`config.mk`:
```
export PLATFORM = sky130hd
export DESIGN_NAME = mrs_reset_seq
export DESIGN_NICKNAME = d
export VERILOG_FILES = /design/src/rtl/mrs_pkg.sv /design/src/rtl/mrs_tick_if.sv /design/src/rtl/mrs_reset_seq.sv /design/src/rtl/mrs_pin_filter.sv
export SDC_FILE = /design/constraint.sdc
export NUM_CORES = 1
export LEC_CHECK = 0
export BUFFER_PORTS_ARGS = -buffer_cell sky130_fd_sc_hd__buf_4
export CAP_MARGIN = 10
export CORE_ASPECT_RATIO = 2
export CORE_MARGIN = 5
export CORE_UTILIZATION = 50
export DETAILED_ROUTE_END_ITERATION = 10
export PLACE_DENSITY = 0.76
export SETUP_SLACK_MARGIN = 0.05
export SYNTH_ARGS = -nofsm -noshare
export SYNTH_HDL_FRONTEND = slang
export SYNTH_SLANG_ARGS = --single-unit
```
`constraint.sdc`:
```
create_clock -name clk -period 1.9 [get_ports clk]
set_input_delay 0.19 -clock clk [delete_from_list [all_inputs] [get_ports clk]]
set_output_delay 0.19 -clock clk [all_outputs]
set_load 0.01 [all_outputs]
```
`src/rtl/mrs_pkg.sv`:
```
package mrs_pkg;
    // timebase: one machine cycle is twelve oscillator clocks
    localparam logic [3:0]  MC_CLKS     = 4'hC;
    localparam logic [1:0]  EXT_MIN_MC  = 2'h2;      // least external high time
    localparam logic [13:0] WDOG_MC     = 14'h0003;  // watchdog pin drive length
    localparam logic [13:0] WAKE_MC     = 14'h1800;  // wake-up pin drive length
    localparam logic [13:0] STRETCH_MC  = 14'h2000;  // stretched pulse limit

    // register select codes for the software write port
    localparam logic [2:0]  SEL_ACC     = 3'h0;
    localparam logic [2:0]  SEL_SP      = 3'h1;
    localparam logic [2:0]  SEL_PORT    = 3'h2;
    localparam logic [2:0]  SEL_BSR     = 3'h3;
    localparam logic [2:0]  SEL_POWER_CONTROL_REG    = 3'h4;
    localparam logic [2:0]  SEL_IEN     = 3'h5;

    // reset values
    localparam logic [7:0]  RST_ZERO    = 8'h00;
    localparam logic [7:0]  RST_PORT    = 8'hFF;
    localparam logic [7:0]  RST_SP      = 8'h07;
    localparam logic [7:0]  RST_BSR     = 8'h0C;
    localparam logic [7:0]  POWER_CONTROL_REG_KEEP   = 8'h40;     // bit six survives reset

    // field positions
    localparam int          POWER_CONTROL_REG_PD     = 1;
    localparam int          IEN_GLOBAL  = 7;
    localparam int          IEN_BUS     = 5;

    // sequencer states
    typedef enum logic [2:0] {
        MRS_RUN   = 3'b000,
        MRS_EXT   = 3'b001,
        MRS_WDOG  = 3'b010,
        MRS_WAKE  = 3'b011,
        MRS_TAIL  = 3'b100
    } mrs_state_t;
endpackage

```
`src/rtl/mrs_tick_if.sv`:
```
`timescale 1ns/1ns
interface mrs_tick_if;
    logic tick;       // one-clock pulse per machine cycle
    logic pinLevel;   // filtered pin level, updated on tick
    modport src (output tick, output pinLevel);
    modport snk (input tick, input pinLevel);
endinterface

```
`src/rtl/mrs_reset_seq.sv`:
```
// How it works
// pin high two machine cycles or longer starts a full internal reset
// address-latch and program-store strobes are high during reset
// watchdog request drives the pin high for exactly three machine cycles
// bus wake-up in power-down drives the pin high for 6144 machine cycles
// wake-up reset spares the bus controller; everything else is reset
// internal reset acts whatever level the pin shows
// reset never touches main or auxiliary RAM contents
// listed registers load zeros, ports ones, stack 07, bus status 0C
// undefined registers are left alone; power-control and enables clear low bits
// watchdog overflow ends idle and resets like an external reset
// wake-up only counts when global and bus interrupt enables are set
// internal pulse stretched past 8192 machine cycles resets the bus controller
// lengths count twelve-clock machine cycles; pin synchronised, sampled once per cycle
`timescale 1ns/1ns
module mrs_reset_seq #(
    parameter logic [13:0] WAKE_LEN    = mrs_pkg::WAKE_MC,
    parameter logic [13:0] STRETCH_LEN = mrs_pkg::STRETCH_MC
) (
    // clock and reset
    input  wire logic       clk,
    input  wire logic       arst_n,
    input  wire logic       clkEn,
    // reset pin, three-signal form
    input  wire logic       rstPinIn,
    output logic            rstPinOut,
    output logic            rstPinOe,
    // reset sources
    input  wire logic       watchdogOverflow,
    input  wire logic       busWakeup,
    // strobes from the core
    input  wire logic       aleIn,
    input  wire logic       psenIn,
    // software register writes
    input  wire logic       regWrEn,
    input  wire logic [2:0] regSel,
    input  wire logic [7:0] regWrData,
    // reset outputs
    output logic            coreReset,
    output logic            busCtrlReset,
    output logic            ramWriteInhibit,
    // strobe pins
    output logic            addrLatchStrobe,
    output logic            programStoreStrobe,
    // register images
    output logic [7:0]      accumulatorReg,
    output logic [7:0]      stackPointerReg,
    output logic [7:0]      portLatchReg,
    output logic [7:0]      busStatusReg,
    output logic [7:0]      powerControlReg,
    output logic [7:0]      interruptEnableLow,
    output mrs_pkg::mrs_state_t seqState
);
    typedef struct packed {
        mrs_pkg::mrs_state_t st;
        logic [13:0]         mcCnt;
        logic [1:0]          hiCnt;
        logic                wdPend;
        logic                wkPend;
        logic                coreRst;
        logic                busRst;
        logic                drive;
        logic                ale;
        logic                program_store_strobe;
        logic [7:0]          acc;
        logic [7:0]          sp;
        logic [7:0]          port;
        logic [7:0]          bsr;
        logic [7:0]          power_control_reg;
        logic [7:0]          ien;
    } mrs_seq_t;

    mrs_seq_t r_reg;
    mrs_seq_t r_next;
    logic     wakeOk;

    mrs_tick_if smp ();

    ////////////////////////////////////////////////////////////////////////////
    // pin synchroniser and machine-cycle timebase
    mrs_pin_filter u_filter (
        .clk      (clk),
        .arst_n   (arst_n),
        .clkEn    (clkEn),
        .rstPinIn (rstPinIn),
        .smp      (smp)
    );

    // wake-up accepted only in power-down with both enables set
    assign wakeOk = r_reg.power_control_reg[mrs_pkg::POWER_CONTROL_REG_PD]
                  & r_reg.ien[mrs_pkg::IEN_GLOBAL]
                  & r_reg.ien[mrs_pkg::IEN_BUS];

    ////////////////////////////////////////////////////////////////////////////
    // sequencer, pending events, strobes and register images
    always_comb begin
        r_next = r_reg;
        // events latch until the sequencer takes them; the watchdog wins and drops a pending wake
        if (watchdogOverflow) begin
            r_next.wdPend = 1'b1;
        end
        if (busWakeup && wakeOk) begin
            r_next.wkPend = 1'b1;
        end

        if (smp.tick) begin
            case (r_reg.st)
                mrs_pkg::MRS_RUN: begin
                    if (r_reg.wdPend) begin
                        r_next.st      = mrs_pkg::MRS_WDOG;
                        r_next.wdPend  = watchdogOverflow;
                        r_next.wkPend  = 1'b0;
                        r_next.mcCnt   = 14'h0001;
                        r_next.drive   = 1'b1;
                        r_next.coreRst = 1'b1;
                        r_next.busRst  = 1'b1;
                    end else if (r_reg.wkPend) begin
                        r_next.st      = mrs_pkg::MRS_WAKE;
                        r_next.wkPend  = busWakeup && wakeOk;
                        r_next.mcCnt   = 14'h0001;
                        r_next.drive   = 1'b1;
                        r_next.coreRst = 1'b1;
                    end else if (smp.pinLevel) begin
                        if (r_reg.hiCnt == mrs_pkg::EXT_MIN_MC - 2'h1) begin
                            r_next.st      = mrs_pkg::MRS_EXT;
                            r_next.coreRst = 1'b1;
                            r_next.busRst  = 1'b1;
                        end else begin
                            r_next.hiCnt = r_reg.hiCnt + 2'h1;
                        end
                    end else begin
                        // a low sample ends the power-up reset as well
                        r_next.hiCnt   = 2'h0;
                        r_next.coreRst = 1'b0;
                        r_next.busRst  = 1'b0;
                    end
                end
                mrs_pkg::MRS_EXT: begin
                    if (!smp.pinLevel) begin
                        r_next.st      = mrs_pkg::MRS_RUN;
                        r_next.hiCnt   = 2'h0;
                        r_next.coreRst = 1'b0;
                        r_next.busRst  = 1'b0;
                    end
                end
                mrs_pkg::MRS_WDOG, mrs_pkg::MRS_WAKE: begin
                    r_next.mcCnt = r_reg.mcCnt + 14'h0001;
                    if ((r_reg.st == mrs_pkg::MRS_WDOG && r_reg.mcCnt == mrs_pkg::WDOG_MC)
                        || (r_reg.st == mrs_pkg::MRS_WAKE && r_reg.mcCnt == WAKE_LEN)) begin
                        r_next.st    = mrs_pkg::MRS_TAIL;
                        r_next.drive = 1'b0;
                    end
                end
                mrs_pkg::MRS_TAIL: begin
                    // an external capacitor may hold the pin up after release
                    if (!smp.pinLevel) begin
                        r_next.st      = mrs_pkg::MRS_RUN;
                        r_next.hiCnt   = 2'h0;
                        r_next.coreRst = 1'b0;
                        r_next.busRst  = 1'b0;
                    end else begin
                        if (r_reg.mcCnt != STRETCH_LEN) begin
                            r_next.mcCnt = r_reg.mcCnt + 14'h0001;
                        end else begin
                            r_next.busRst = 1'b1;
                        end
                    end
                end
                default: begin
                    r_next.st      = mrs_pkg::MRS_RUN;
                    r_next.drive   = 1'b0;
                    r_next.coreRst = 1'b0;
                    r_next.busRst  = 1'b0;
                end
            endcase
        end

        // strobes forced high while the core is in reset
        r_next.ale  = r_next.coreRst | aleIn;
        r_next.program_store_strobe = r_next.coreRst | psenIn;

        // software writes, blocked while the target is in reset
        if (regWrEn && !r_reg.coreRst) begin
            case (regSel)
                mrs_pkg::SEL_ACC:  r_next.acc  = regWrData;
                mrs_pkg::SEL_SP:   r_next.sp   = regWrData;
                mrs_pkg::SEL_PORT: r_next.port = regWrData;
                mrs_pkg::SEL_POWER_CONTROL_REG: r_next.power_control_reg = regWrData;
                mrs_pkg::SEL_IEN:  r_next.ien  = regWrData;
                default: ;
            endcase
        end
        if (regWrEn && !r_reg.busRst && regSel == mrs_pkg::SEL_BSR) begin
            r_next.bsr = regWrData;
        end

        // reset values; undefined bits keep what they held
        if (r_next.coreRst) begin
            r_next.acc  = mrs_pkg::RST_ZERO;
            r_next.sp   = mrs_pkg::RST_SP;
            r_next.port = mrs_pkg::RST_PORT;
            r_next.power_control_reg = r_next.power_control_reg & mrs_pkg::POWER_CONTROL_REG_KEEP;
            r_next.ien  = mrs_pkg::RST_ZERO;
        end
        if (r_next.busRst) begin
            r_next.bsr = mrs_pkg::RST_BSR;
        end
    end

    // state register, frozen while the clock enable is low
    always_ff @(posedge clk or negedge arst_n) begin
        if (!arst_n) begin
            r_reg         <= '0;
            r_reg.st      <= mrs_pkg::MRS_RUN;
            r_reg.coreRst <= 1'b1;
            r_reg.busRst  <= 1'b1;
            r_reg.ale     <= 1'b1;
            r_reg.program_store_strobe    <= 1'b1;
            r_reg.sp      <= mrs_pkg::RST_SP;
            r_reg.port    <= mrs_pkg::RST_PORT;
            r_reg.bsr     <= mrs_pkg::RST_BSR;
        end else if (clkEn) begin
            r_reg <= r_next;
        end
    end

    ////////////////////////////////////////////////////////////////////////////
    // outputs straight from the state register; the pin data is tied high
    assign rstPinOut          = 1'b1;                  // pull-up only drives high
    assign rstPinOe           = r_reg.drive;
    assign coreReset          = r_reg.coreRst;
    assign busCtrlReset       = r_reg.busRst;
    assign ramWriteInhibit    = r_reg.coreRst;
    assign addrLatchStrobe    = r_reg.ale;
    assign programStoreStrobe = r_reg.program_store_strobe;
    assign accumulatorReg     = r_reg.acc;
    assign stackPointerReg    = r_reg.sp;
    assign portLatchReg       = r_reg.port;
    assign busStatusReg       = r_reg.bsr;
    assign powerControlReg    = r_reg.power_control_reg;
    assign interruptEnableLow = r_reg.ien;
    assign seqState           = r_reg.st;
endmodule // mrs_reset_seq

```
`src/rtl/mrs_pin_filter.sv`:
```
`timescale 1ns/1ns
module mrs_pin_filter (
    // clock and reset
    input  wire logic clk,
    input  wire logic arst_n,
    input  wire logic clkEn,
    // reset pin level
    input  wire logic rstPinIn,
    // machine-cycle sample
    mrs_tick_if.src   smp
);
    typedef struct packed {
        logic       sync1;
        logic       sync2;
        logic [3:0] pre;
        logic       tick;
        logic       level;
    } mrs_flt_t;

    mrs_flt_t r_reg;
    mrs_flt_t r_next;

    ////////////////////////////////////////////////////////////////////////////
    // two-stage synchroniser, prescaler and once-per-machine-cycle sample
    always_comb begin
        r_next       = r_reg;
        r_next.sync1 = rstPinIn;
        r_next.sync2 = r_reg.sync1;
        r_next.tick  = 1'b0;
        if (r_reg.pre == mrs_pkg::MC_CLKS - 4'h1) begin
            r_next.pre   = 4'h0;
            r_next.tick  = 1'b1;
            r_next.level = r_reg.sync2;
        end else begin
            r_next.pre = r_reg.pre + 4'h1;
        end
    end

    // state register, frozen while the clock enable is low
    always_ff @(posedge clk or negedge arst_n) begin
        if (!arst_n) begin
            r_reg <= '0;
        end else if (clkEn) begin
            r_reg <= r_next;
        end
    end

    assign smp.tick     = r_reg.tick;
    assign smp.pinLevel = r_reg.level;
endmodule // mrs_pin_filter

```
==> impl_metrics.tcl, run 1 <==
set metrics [dict create \
    status "finished, violations left" \
    violations "negative setup slack" \
    share_seq_of_total_power_pct 41.0 \
    period_share_pct 102 \
    root_buffer "clkbuf_16" \
    ys_types 60 \
    dp_cells 567 \
    boundaryPins 78 \
    synth_area_um2 4290 \
    layout.nets 516 \
    syn_nets 431 \
    switchingPower_w 0.00209 \
    syn_inst 407 \
    groute.usage.overall_pct 21.6 \
    layout_setup_ws_ns -0.0442 \
    h-tree-depth 3 \
    rsz0062_at_grt "yes" \
    gp_congestion 0.904 \
    syn_avg_cell_area_um2 10.5 \
    portBuffers 76 \
    vias 3535 \
    rows 47 \
    grt_max_degree 55 \
    synth-edff-count 0 \
    routedWlPerCell_um 19.5 \
    drive_gt1_share_pct 46.1 \
    async_flop_share_pct 100 \
    cts_made_buffers 9 \
    clkPwrFrac_pct 25.3 \
    final_hold_viol_count 0 \
    cts_num_sinks 82 \
    startpoint_type "register" \
    drv_slew 0 \
    drtIter0Drc 191 \
    dp_hpwl_um 8230 \
    cts.path.max_buffers 2 \
    die-area_um2 10600 \
    grt-ovfl-total 0 \
    syn2layout_area_growth_pct 30.0 \
    drc 0 \
    die-width_um 75.5 \
    yosysSeqAreaShare_pct 48.4 \
    die_h_um 141 \
    post-place-ws_ns -0.0590 \
    grt_pass1_wl_um 17500 \
    powerDensity_nw_per_um2 1170 \
    sw_frac_of_total_pct 32.2 \
    drt-vias-per-instance 5.94 \
    dr.pass1.iters 4 \
    ys_warn_count 0 \
    cap_viol_max_count 0 \
    path_class "reg2reg" \
    synth_flop_cell "dfrtp_1" \
    grt_pass1_vias 3596 \
    clk_pin_slew_ns 0.06 \
    insertion_delay_ns 0.34 \
    ant_nets 0 \
    synth_area_leaders "dfrtp_1 38%, dfstp_2 10%, buf_4 9.3%" \
    arrival_ns 2.17 \
    largest_reg_flops 18 \
    cts_tree "yes" \
    worst_hold_path_type "in2reg" \
    period_minus_slack_ns 1.94 \
    ir_drop_v 0.000485 \
    synth_seq_cells 82 \
    fmax_mhz 514 \
    p_comb_share_pct 33.6 \
    antenna_found_initial 0 \
    wl_um 11600 \
    finalSetupViolCount 11 \
    worstSetupEndpointType "register" \
    critPathMaxFanout 7 \
    antenna_cells 0 \
    final_cell_count_no_fill 595 \
    synth.largest_area_cell "dfrtp_1" \
    worstPathRequired_ns 2.12 \
    core_um2 8350 \
    initial_core_util_pct 51.3 \
    worst_clock_skew_ns 0.00652 \
    p_leak_nw 2.57 \
    synth_top_cell_area_share_pct 37.9 \
    internal_power_w 0.00441 \
]
## area by class of cell
| type | count | area (um^2) |
|---|---|---|
| Timing Repair Buffer | 139 | 1110 |
| Clock inverter | 6 | 47.5 |
| Sequential cell | 82 | 2080 |
| Multi-Input combinational cell | 243 | 1910 |
| Fill cell | 604 | 2780 |
| Clock buffer | 10 | 239 |
| Inverter | 17 | 63.8 |
| Tap cell | 98 | 123 |
## metal layers
layer / vias to the layer above / global-route usage, % / routed length [um]
li1: 1595 / - / -
met1: 1733 / 21.8 / 3900
met2: 156 / 39.3 / 6440
met3: 51 / 3.21 / 644
met4: 0 / 13.0 / 615
met5: - / 0 / 0
## through the flow
step	instance area [um^2]	total power, W	setup TNS [ns]	hold WS (ns)	util, %
5_1_grt	5570	0.00683	-2.64	0.0944	66.7
3_5_place_dp	4960	0.00472	-0.859	0.140	59.4
2_1_floorplan	4310	0.00407	0	-0.106	-
3_3_place_gp	4960	0.00463	-0.00500	0.134	59.4
6_report	5570	0.00650	-0.290	0.0862	66.7
4_1_cts	5430	0.00646	-0.176	0.0870	65.0
## final timing paths
kind                              startpoint               endpoint  slack [ns]  cells past startpoint
max                              seqState[1]        busStatusReg[0]       -0.04                      6
max reg2reg                      seqState[1]        busStatusReg[0]       -0.04                      6
min                                 rstPinIn     u_filter.r_next[6]        0.09                      2
min in group asynchronous             arst_n  interruptEnableLow[1]        0.32                      2
max in group asynchronous             arst_n              coreReset        0.91                      3
min reg2reg                accumulatorReg[7]      accumulatorReg[7]        0.50                      1
## power by group through the flow
| stage | registers, W | logic, W | clock network (W) |
|---|---|---|---|
| 2_1_floorplan | 0.00257 | 0.00150 | 0 |
| 3_3_place_gp | 0.00265 | 0.00198 | 0 |
| 3_5_place_dp | 0.00267 | 0.00205 | 0 |
| 4_1_cts | 0.00265 | 0.00215 | 0.00166 |
| 5_1_grt | 0.00272 | 0.00237 | 0.00174 |
| 6_report | 0.00267 | 0.00219 | 0.00165 |
## critical path, stage by stage (launching register included)
cell and delay, ns:
dfrtp_2 0.48, nor3b_2 0.25, nand4_1 0.18, buf_4 0.18, o31ai_4 0.34, a21boi_2 0.17
a22o_1 0.22
## Yosys cell counts (10+ instances only)
cell type and instances:
a21oi_1 11, a22o_1 29, buf_4 53, dfrtp_1 65, dfstp_2 17, inv_1 17, mux2i_1 10, nand2_1 31
nand3_1 12, nor2_1 16, o21ai_0 22, o22a_1 12
## repair_timing
action                     4_1_cts  5_1_grt
pin swaps                       26       18
hold endpoints to repair        23        0
setup buffers                    8        4
hold buffers                     1        0
resized for setup               26       31
setup endpoints to repair       56       64
## cells by family (layout without fill, tap and decap cells)
family | after synthesis | after routing | share of synthesized area, %
xor gates and xnor gates | 1 | 1 | 0.204
DFF | 82 | 82 | 48.4
and+or+nand+nor | 110 | 110 | 14.4
buffers and inverters | 82 | 172 | 12.1
AOI/OAI and AO/OA | 111 | 111 | 19.7
other | 1 | 1 | 0.0875
muxes | 16 | 16 | 3.91
adders and majority gates | 4 | 4 | 1.17
## cell usage in the layout (no fill, tap or decap), types with 12 or more instances in the layout
cell type and instances:
buf_4 129, dfrtp_1 62, nand2_1 31, a22o_1 29, inv_1 17, dfstp_2 17, o21ai_0 16, o22a_1 12
nor2_1 12, nand3_1 12
(Power assumes the default switching activity.)
==> inputs of run 2 (changes only) <==
--- a/config.mk
+++ b/config.mk
@@ -9,9 +9,9 @@
 export CAP_MARGIN = 10
 export CORE_ASPECT_RATIO = 2
 export CORE_MARGIN = 5
-export CORE_UTILIZATION = 50
+export CORE_UTILIZATION = 45
 export DETAILED_ROUTE_END_ITERATION = 10
-export PLACE_DENSITY = 0.76
+export PLACE_DENSITY = 0.69
 export SETUP_SLACK_MARGIN = 0.05
 export SYNTH_ARGS = -nofsm -noshare
 export SYNTH_HDL_FRONTEND = slang
==> impl_metrics.tcl, run 2 (synthesis gave the netlist of run 1 again) <==
set metrics [dict create \
    max_stage_delay_ns 0.39 \
    boundaryPins 78 \
    ant_nets 0 \
    worst_hold_path_type "in2reg" \
    worst_clock_skew_ns 0.00818 \
    ir_drop_v 0.000545 \
    worst_hold_slack_ns 0.0967 \
    maxSlewHeadroom_pct 65.4 \
    cap_viol_max_count 0 \
    gp_congestion 0.857 \
    cp_cell_sequence "ha_2 -> a211o_1 -> and3_4 -> a21o_4 -> buf_12 -> buf_6 -> a21o_1 -> o22a_1" \
    dr.pass1.iters 7 \
    drive_gt1_share_pct 45.7 \
    grt_pass1_vias 3512 \
    layout_setup_ws_ns -0.0243 \
    multi_input_area_um2 1900 \
    core_um2 9320 \
    wl_um 11200 \
    cp.depth 8 \
    portBuffers 76 \
    grt_max_degree 45 \
    p_leak_nw 2.58 \
    postLayoutCoreUtil_pct 60.2 \
    slowest_stage "dfrtp_1" \
    antenna_found_initial 0 \
    fin_setup_tns_ns -0.0585 \
    critPathMaxFanout 5 \
    finalSetupViolCount 3 \
    cts.path.max_buffers 2 \
    drt-vias-per-instance 5.71 \
    insertion_delay_ns 0.34 \
    r2r_slack_ns -0.02 \
    worstSetupEndpointType "register" \
    startpoint "r_reg[55]" \
    die_h_um 148 \
    layout.nets 514 \
    seq_area_um2 2080 \
    syn2layout_area_growth_pct 30.8 \
    drc 0 \
    grt_pass1_wl_um 17600 \
    path_buf_inv 2 \
    die-width_um 79.0 \
    path_class "reg2reg" \
    initial_core_util_pct 46.0 \
    final_hold_viol_count 0 \
    period_minus_slack_ns 1.92 \
    rows 50 \
    reg2regPathDepth 8 \
    h-tree-depth 3 \
    violations "negative setup slack" \
    final_area_um2 5610 \
    cts_made_buffers 9 \
    fill_cells 741 \
    worstPathRequired_ns 2.16 \
    routedWlPerCell_um 18.6 \
    cts_num_sinks 82 \
    rsz0062_at_grt "yes" \
    largest_reg_flops 18 \
    dp_hpwl_um 8200 \
    period_share_pct 101 \
    grt-ovfl-total 0 \
    clk_pin_slew_ns 0.06 \
    critPathTopFamily "compound AO/OA/AOI/OAI gates" \
    reg2reg_from "r_reg[55]" \
    root_buffer "clkbuf_16" \
    drtIter0Drc 119 \
    arrival_ns 2.18 \
    fmax_mhz 520 \
    rr_endpoint "stackPointerReg[1]" \
    powerDensity_nw_per_um2 1210 \
    die-area_um2 11700 \
    cts_tree "yes" \
    antenna_cells 0 \
    crit_end "stackPointerReg[1]" \
    groute.usage.overall_pct 19.3 \
    status "finished, violations left" \
    placed_area_um2 4950 \
    mostFrequentLayoutCell "buf_4" \
    worst_pin_slew_ns 0.519 \
    startpoint_type "register" \
    drv_slew 0 \
    vias 3422 \
    final_cell_mix "129 x buf_4, 62 x dfrtp_1, 30 x nand2_1" \
]
==> run 2: how the worst min path moves through the flow <==
| stage | from | cells after the start | endpoint | slack (ns) |
|---|---|---|---|---|
| after floorplan | arst_n | 0 | accumulatorReg[0] | -0.11 |
| after global placement | arst_n | 1 | interruptEnableLow[3] | 0.19 |
| after detailed placement | arst_n | 1 | interruptEnableLow[3] | 0.20 |
| after CTS | rstPinIn | 2 | u_filter.r_next[6] | 0.09 |
| after global routing | rstPinIn | 2 | u_filter.r_next[6] | 0.10 |
| final | rstPinIn | 2 | u_filter.r_next[6] | 0.1 |
==> run 2: cell type report <==
cell class,count,area share (%)
multi-input combinational,243,33.9
clock inverter,6,1.72
clock buffer,10,4.26
timing repair buffer,137,19.6
inverter,17,1.14
sequential,82,37.0
tap,104,2.32
==> run 2: report_power, final <==
group	leakage, nW	internal [W]	switching, W	total, W
clock network	0.162	0.00121	0.000736	0.00194
logic	1.39	0.00120	0.000989	0.00219
registers	1.03	0.00230	0.000359	0.00266
==> run 2: layer usage <==
layer | GRT usage [%] | vias up | share of wire [%]
met5 | 0 | - | 0
met4 | 8.26 | 0 | 2.1
met3 | 3.72 | 19 | 4.8
met2 | 36.5 | 112 | 57
met1 | 20.0 | 1691 | 36
li1 | - | 1600 | -
==> run 2: worst reg2reg max path, cell delays in order (launching register included) <==
cell,delay (ns)
dfrtp_1,0.39
ha_2,0.20
a211o_1,0.28
and3_4,0.17
a21o_4,0.21
buf_12,0.14
buf_6,0.11
a21o_1,0.18
o22a_1,0.18
==> run 2: metrics by stage <==
step	setup slack, ns	cells	total power (W)
3_5_place_dp	-0.107	570	0.00469
6_report	-0.0243	599	0.00679
4_1_cts	-0.0628	593	0.00679
5_1_grt	-0.107	599	0.00714
2_1_floorplan	0.0503	407	0.00407
3_3_place_gp	-0.0109	570	0.00462
==> run 2: what timing repair did <==
item	in CTS	in global routing
pin swaps	27	18
resized for setup	25	25
hold endpoints to repair	27	0
setup buffers	5	6
cloned	1	0
hold buffers	1	0
setup endpoints to repair	52	60
==> inputs of run 3 (changes only) <==
--- a/config.mk
+++ b/config.mk
@@ -11,6 +11,7 @@
 export CORE_MARGIN = 5
 export CORE_UTILIZATION = 45
 export DETAILED_ROUTE_END_ITERATION = 10
+export GPL_TIMING_DRIVEN = 0
 export PLACE_DENSITY = 0.69
 export SETUP_SLACK_MARGIN = 0.05
 export SYNTH_ARGS = -nofsm -noshare
==> impl_metrics.tcl, run 3 (synthesis gave the netlist of run 1 again) <==
set metrics [dict create \
    core_um2 9320 \
    rsz0062_at_grt "yes" \
    worstPathRequired_ns 2.13 \
    groute.usage.overall_pct 19.6 \
    period_share_pct 104 \
    worstSetupEndpointType "register" \
    cap_viol_max_count 0 \
    slowest_stage "dfrtp_1" \
    r2r_slack_ns -0.08 \
    drtIter0Drc 197 \
    worst_clock_skew_ns 0.00998 \
    startpoint_type "register" \
    cts_num_sinks 82 \
    cp_cell_sequence "buf_6 -> nor3b_4 -> nand4_1 -> buf_4 -> o31ai_4 -> a211oi_4 -> a22o_1" \
    max_stage_delay_ns 0.39 \
    period_minus_slack_ns 1.98 \
    cts_tree "yes" \
    powerDensity_nw_per_um2 1200 \
    worst_pin_slew_ns 1.01 \
    cts.path.max_buffers 2 \
    root_buffer "clkbuf_16" \
    maxSlewHeadroom_pct 32.9 \
    portBuffers 76 \
    initial_core_util_pct 46.0 \
    final_cell_mix "160 x buf_4, 61 x dfrtp_1, 29 x a22o_1" \
    layout.nets 557 \
    clk_pin_slew_ns 0.06 \
    drv_slew 0 \
    grt_max_degree 83 \
    antenna_cells 0 \
    die-width_um 79.0 \
    final_hold_viol_count 0 \
    reg2reg_from "seqState[1]" \
    rows 50 \
    post-place-ws_ns -0.280 \
    h-tree-depth 3 \
    antenna_found_initial 0 \
    syn2layout_area_growth_pct 39.9 \
    dr.pass1.iters 4 \
    routedWlPerCell_um 18.3 \
    p_leak_nw 2.77 \
    fmax_mhz 505 \
    drc 0 \
    vias 3675 \
    fill_cells 747 \
    worst_hold_path_type "in2async" \
    violations "negative setup slack" \
    ir_drop_v 0.000554 \
    finalSetupViolCount 45 \
    largest_reg_flops 18 \
    status "finished, violations left" \
    dp_hpwl_um 7840 \
    insertion_delay_ns 0.35 \
    grt-ovfl-total 0 \
    grt_pass1_wl_um 18000 \
    ant_nets 0 \
    wl_um 11700 \
    grt_pass1_vias 3596 \
    die-area_um2 11700 \
    layout_setup_ws_ns -0.0809 \
    drive_gt1_share_pct 52.6 \
    die_h_um 148 \
    cts_hold_buf 0 \
    boundaryPins 78 \
    arrival_ns 2.21 \
    cts_made_buffers 9 \
    totalPowerFinal_w 0.00720 \
    path_class "reg2reg" \
    gp_congestion 0.879 \
    drt-vias-per-instance 5.72 \
    startpoint "seqState[1]" \
    mostFrequentLayoutCell "buf_4" \
    critPathMaxFanout 6 \
]
run 3: stage by stage:
step	setup TNS (ns)	area (um^2)	util (%)	cells	hold slack, ns
after floorplan	0	4310	-	407	-0.106
after global placement	-7.97	5010	53.7	587	0.419
after detailed placement	-8.80	5010	53.7	587	0.430
after CTS	-0.770	5680	60.9	627	0.0601
after global routing	-6.12	6000	64.3	642	0.0871
final	-1.43	6000	64.3	642	0.00645
run 3: metal layers:
metal | GRT usage [%] | part of all wire, %
met1 | 21.0 | 36
met2 | 35.3 | 56
met3 | 3.60 | 4.8
met4 | 11.0 | 3.2
met5 | 0 | 0
run 3: path summary, 6_finish.rpt:
check	depth (start not counted)	to
min in group clk	2	u_filter.r_next[6]
worst max-delay path	7	busStatusReg[4]
max in group asynchronous	1	u_filter.smp.tick
worst min-delay path	1	interruptEnableLow[6]
worst max register to register	7	busStatusReg[4]
worst min register to register	2	addrLatchStrobe
run 3: repair_timing:
action	CTS	global route
gates resized for setup	40	54
pin swaps	26	28
buffers inserted	24	13
endpoints found under the setup margin	67	65
cloned	2	2
run 3: layout make-up:
type	count	area (um^2)	area share [%]
clock inverter	6	90.1	1.50
multi-input combinational	243	2020	33.7
sequential	82	2080	34.7
timing repair buffer	117	897	15.0
tap	104	130	2.17
buffer	63	487	8.12
clock buffer	10	229	3.82
inverter	17	63.8	1.06
run 3: critical path, delay by kind of cell, from the launching register on:
family / cells / cell delay, ns
flip-flops: 1 / 0.39
AND/OR/NAND/NOR: 2 / 0.47
buffers and inverters: 2 / 0.35
AO/OA/AOI/OAI: 3 / 0.65
run 3: power by group:
part	total, W	switching [W]	internal, W
clock	0.00188	0.000726	0.00116
sequential	0.00267	0.000372	0.00230
combinational	0.00265	0.00107	0.00157
total	0.00720	0.00217	0.00503
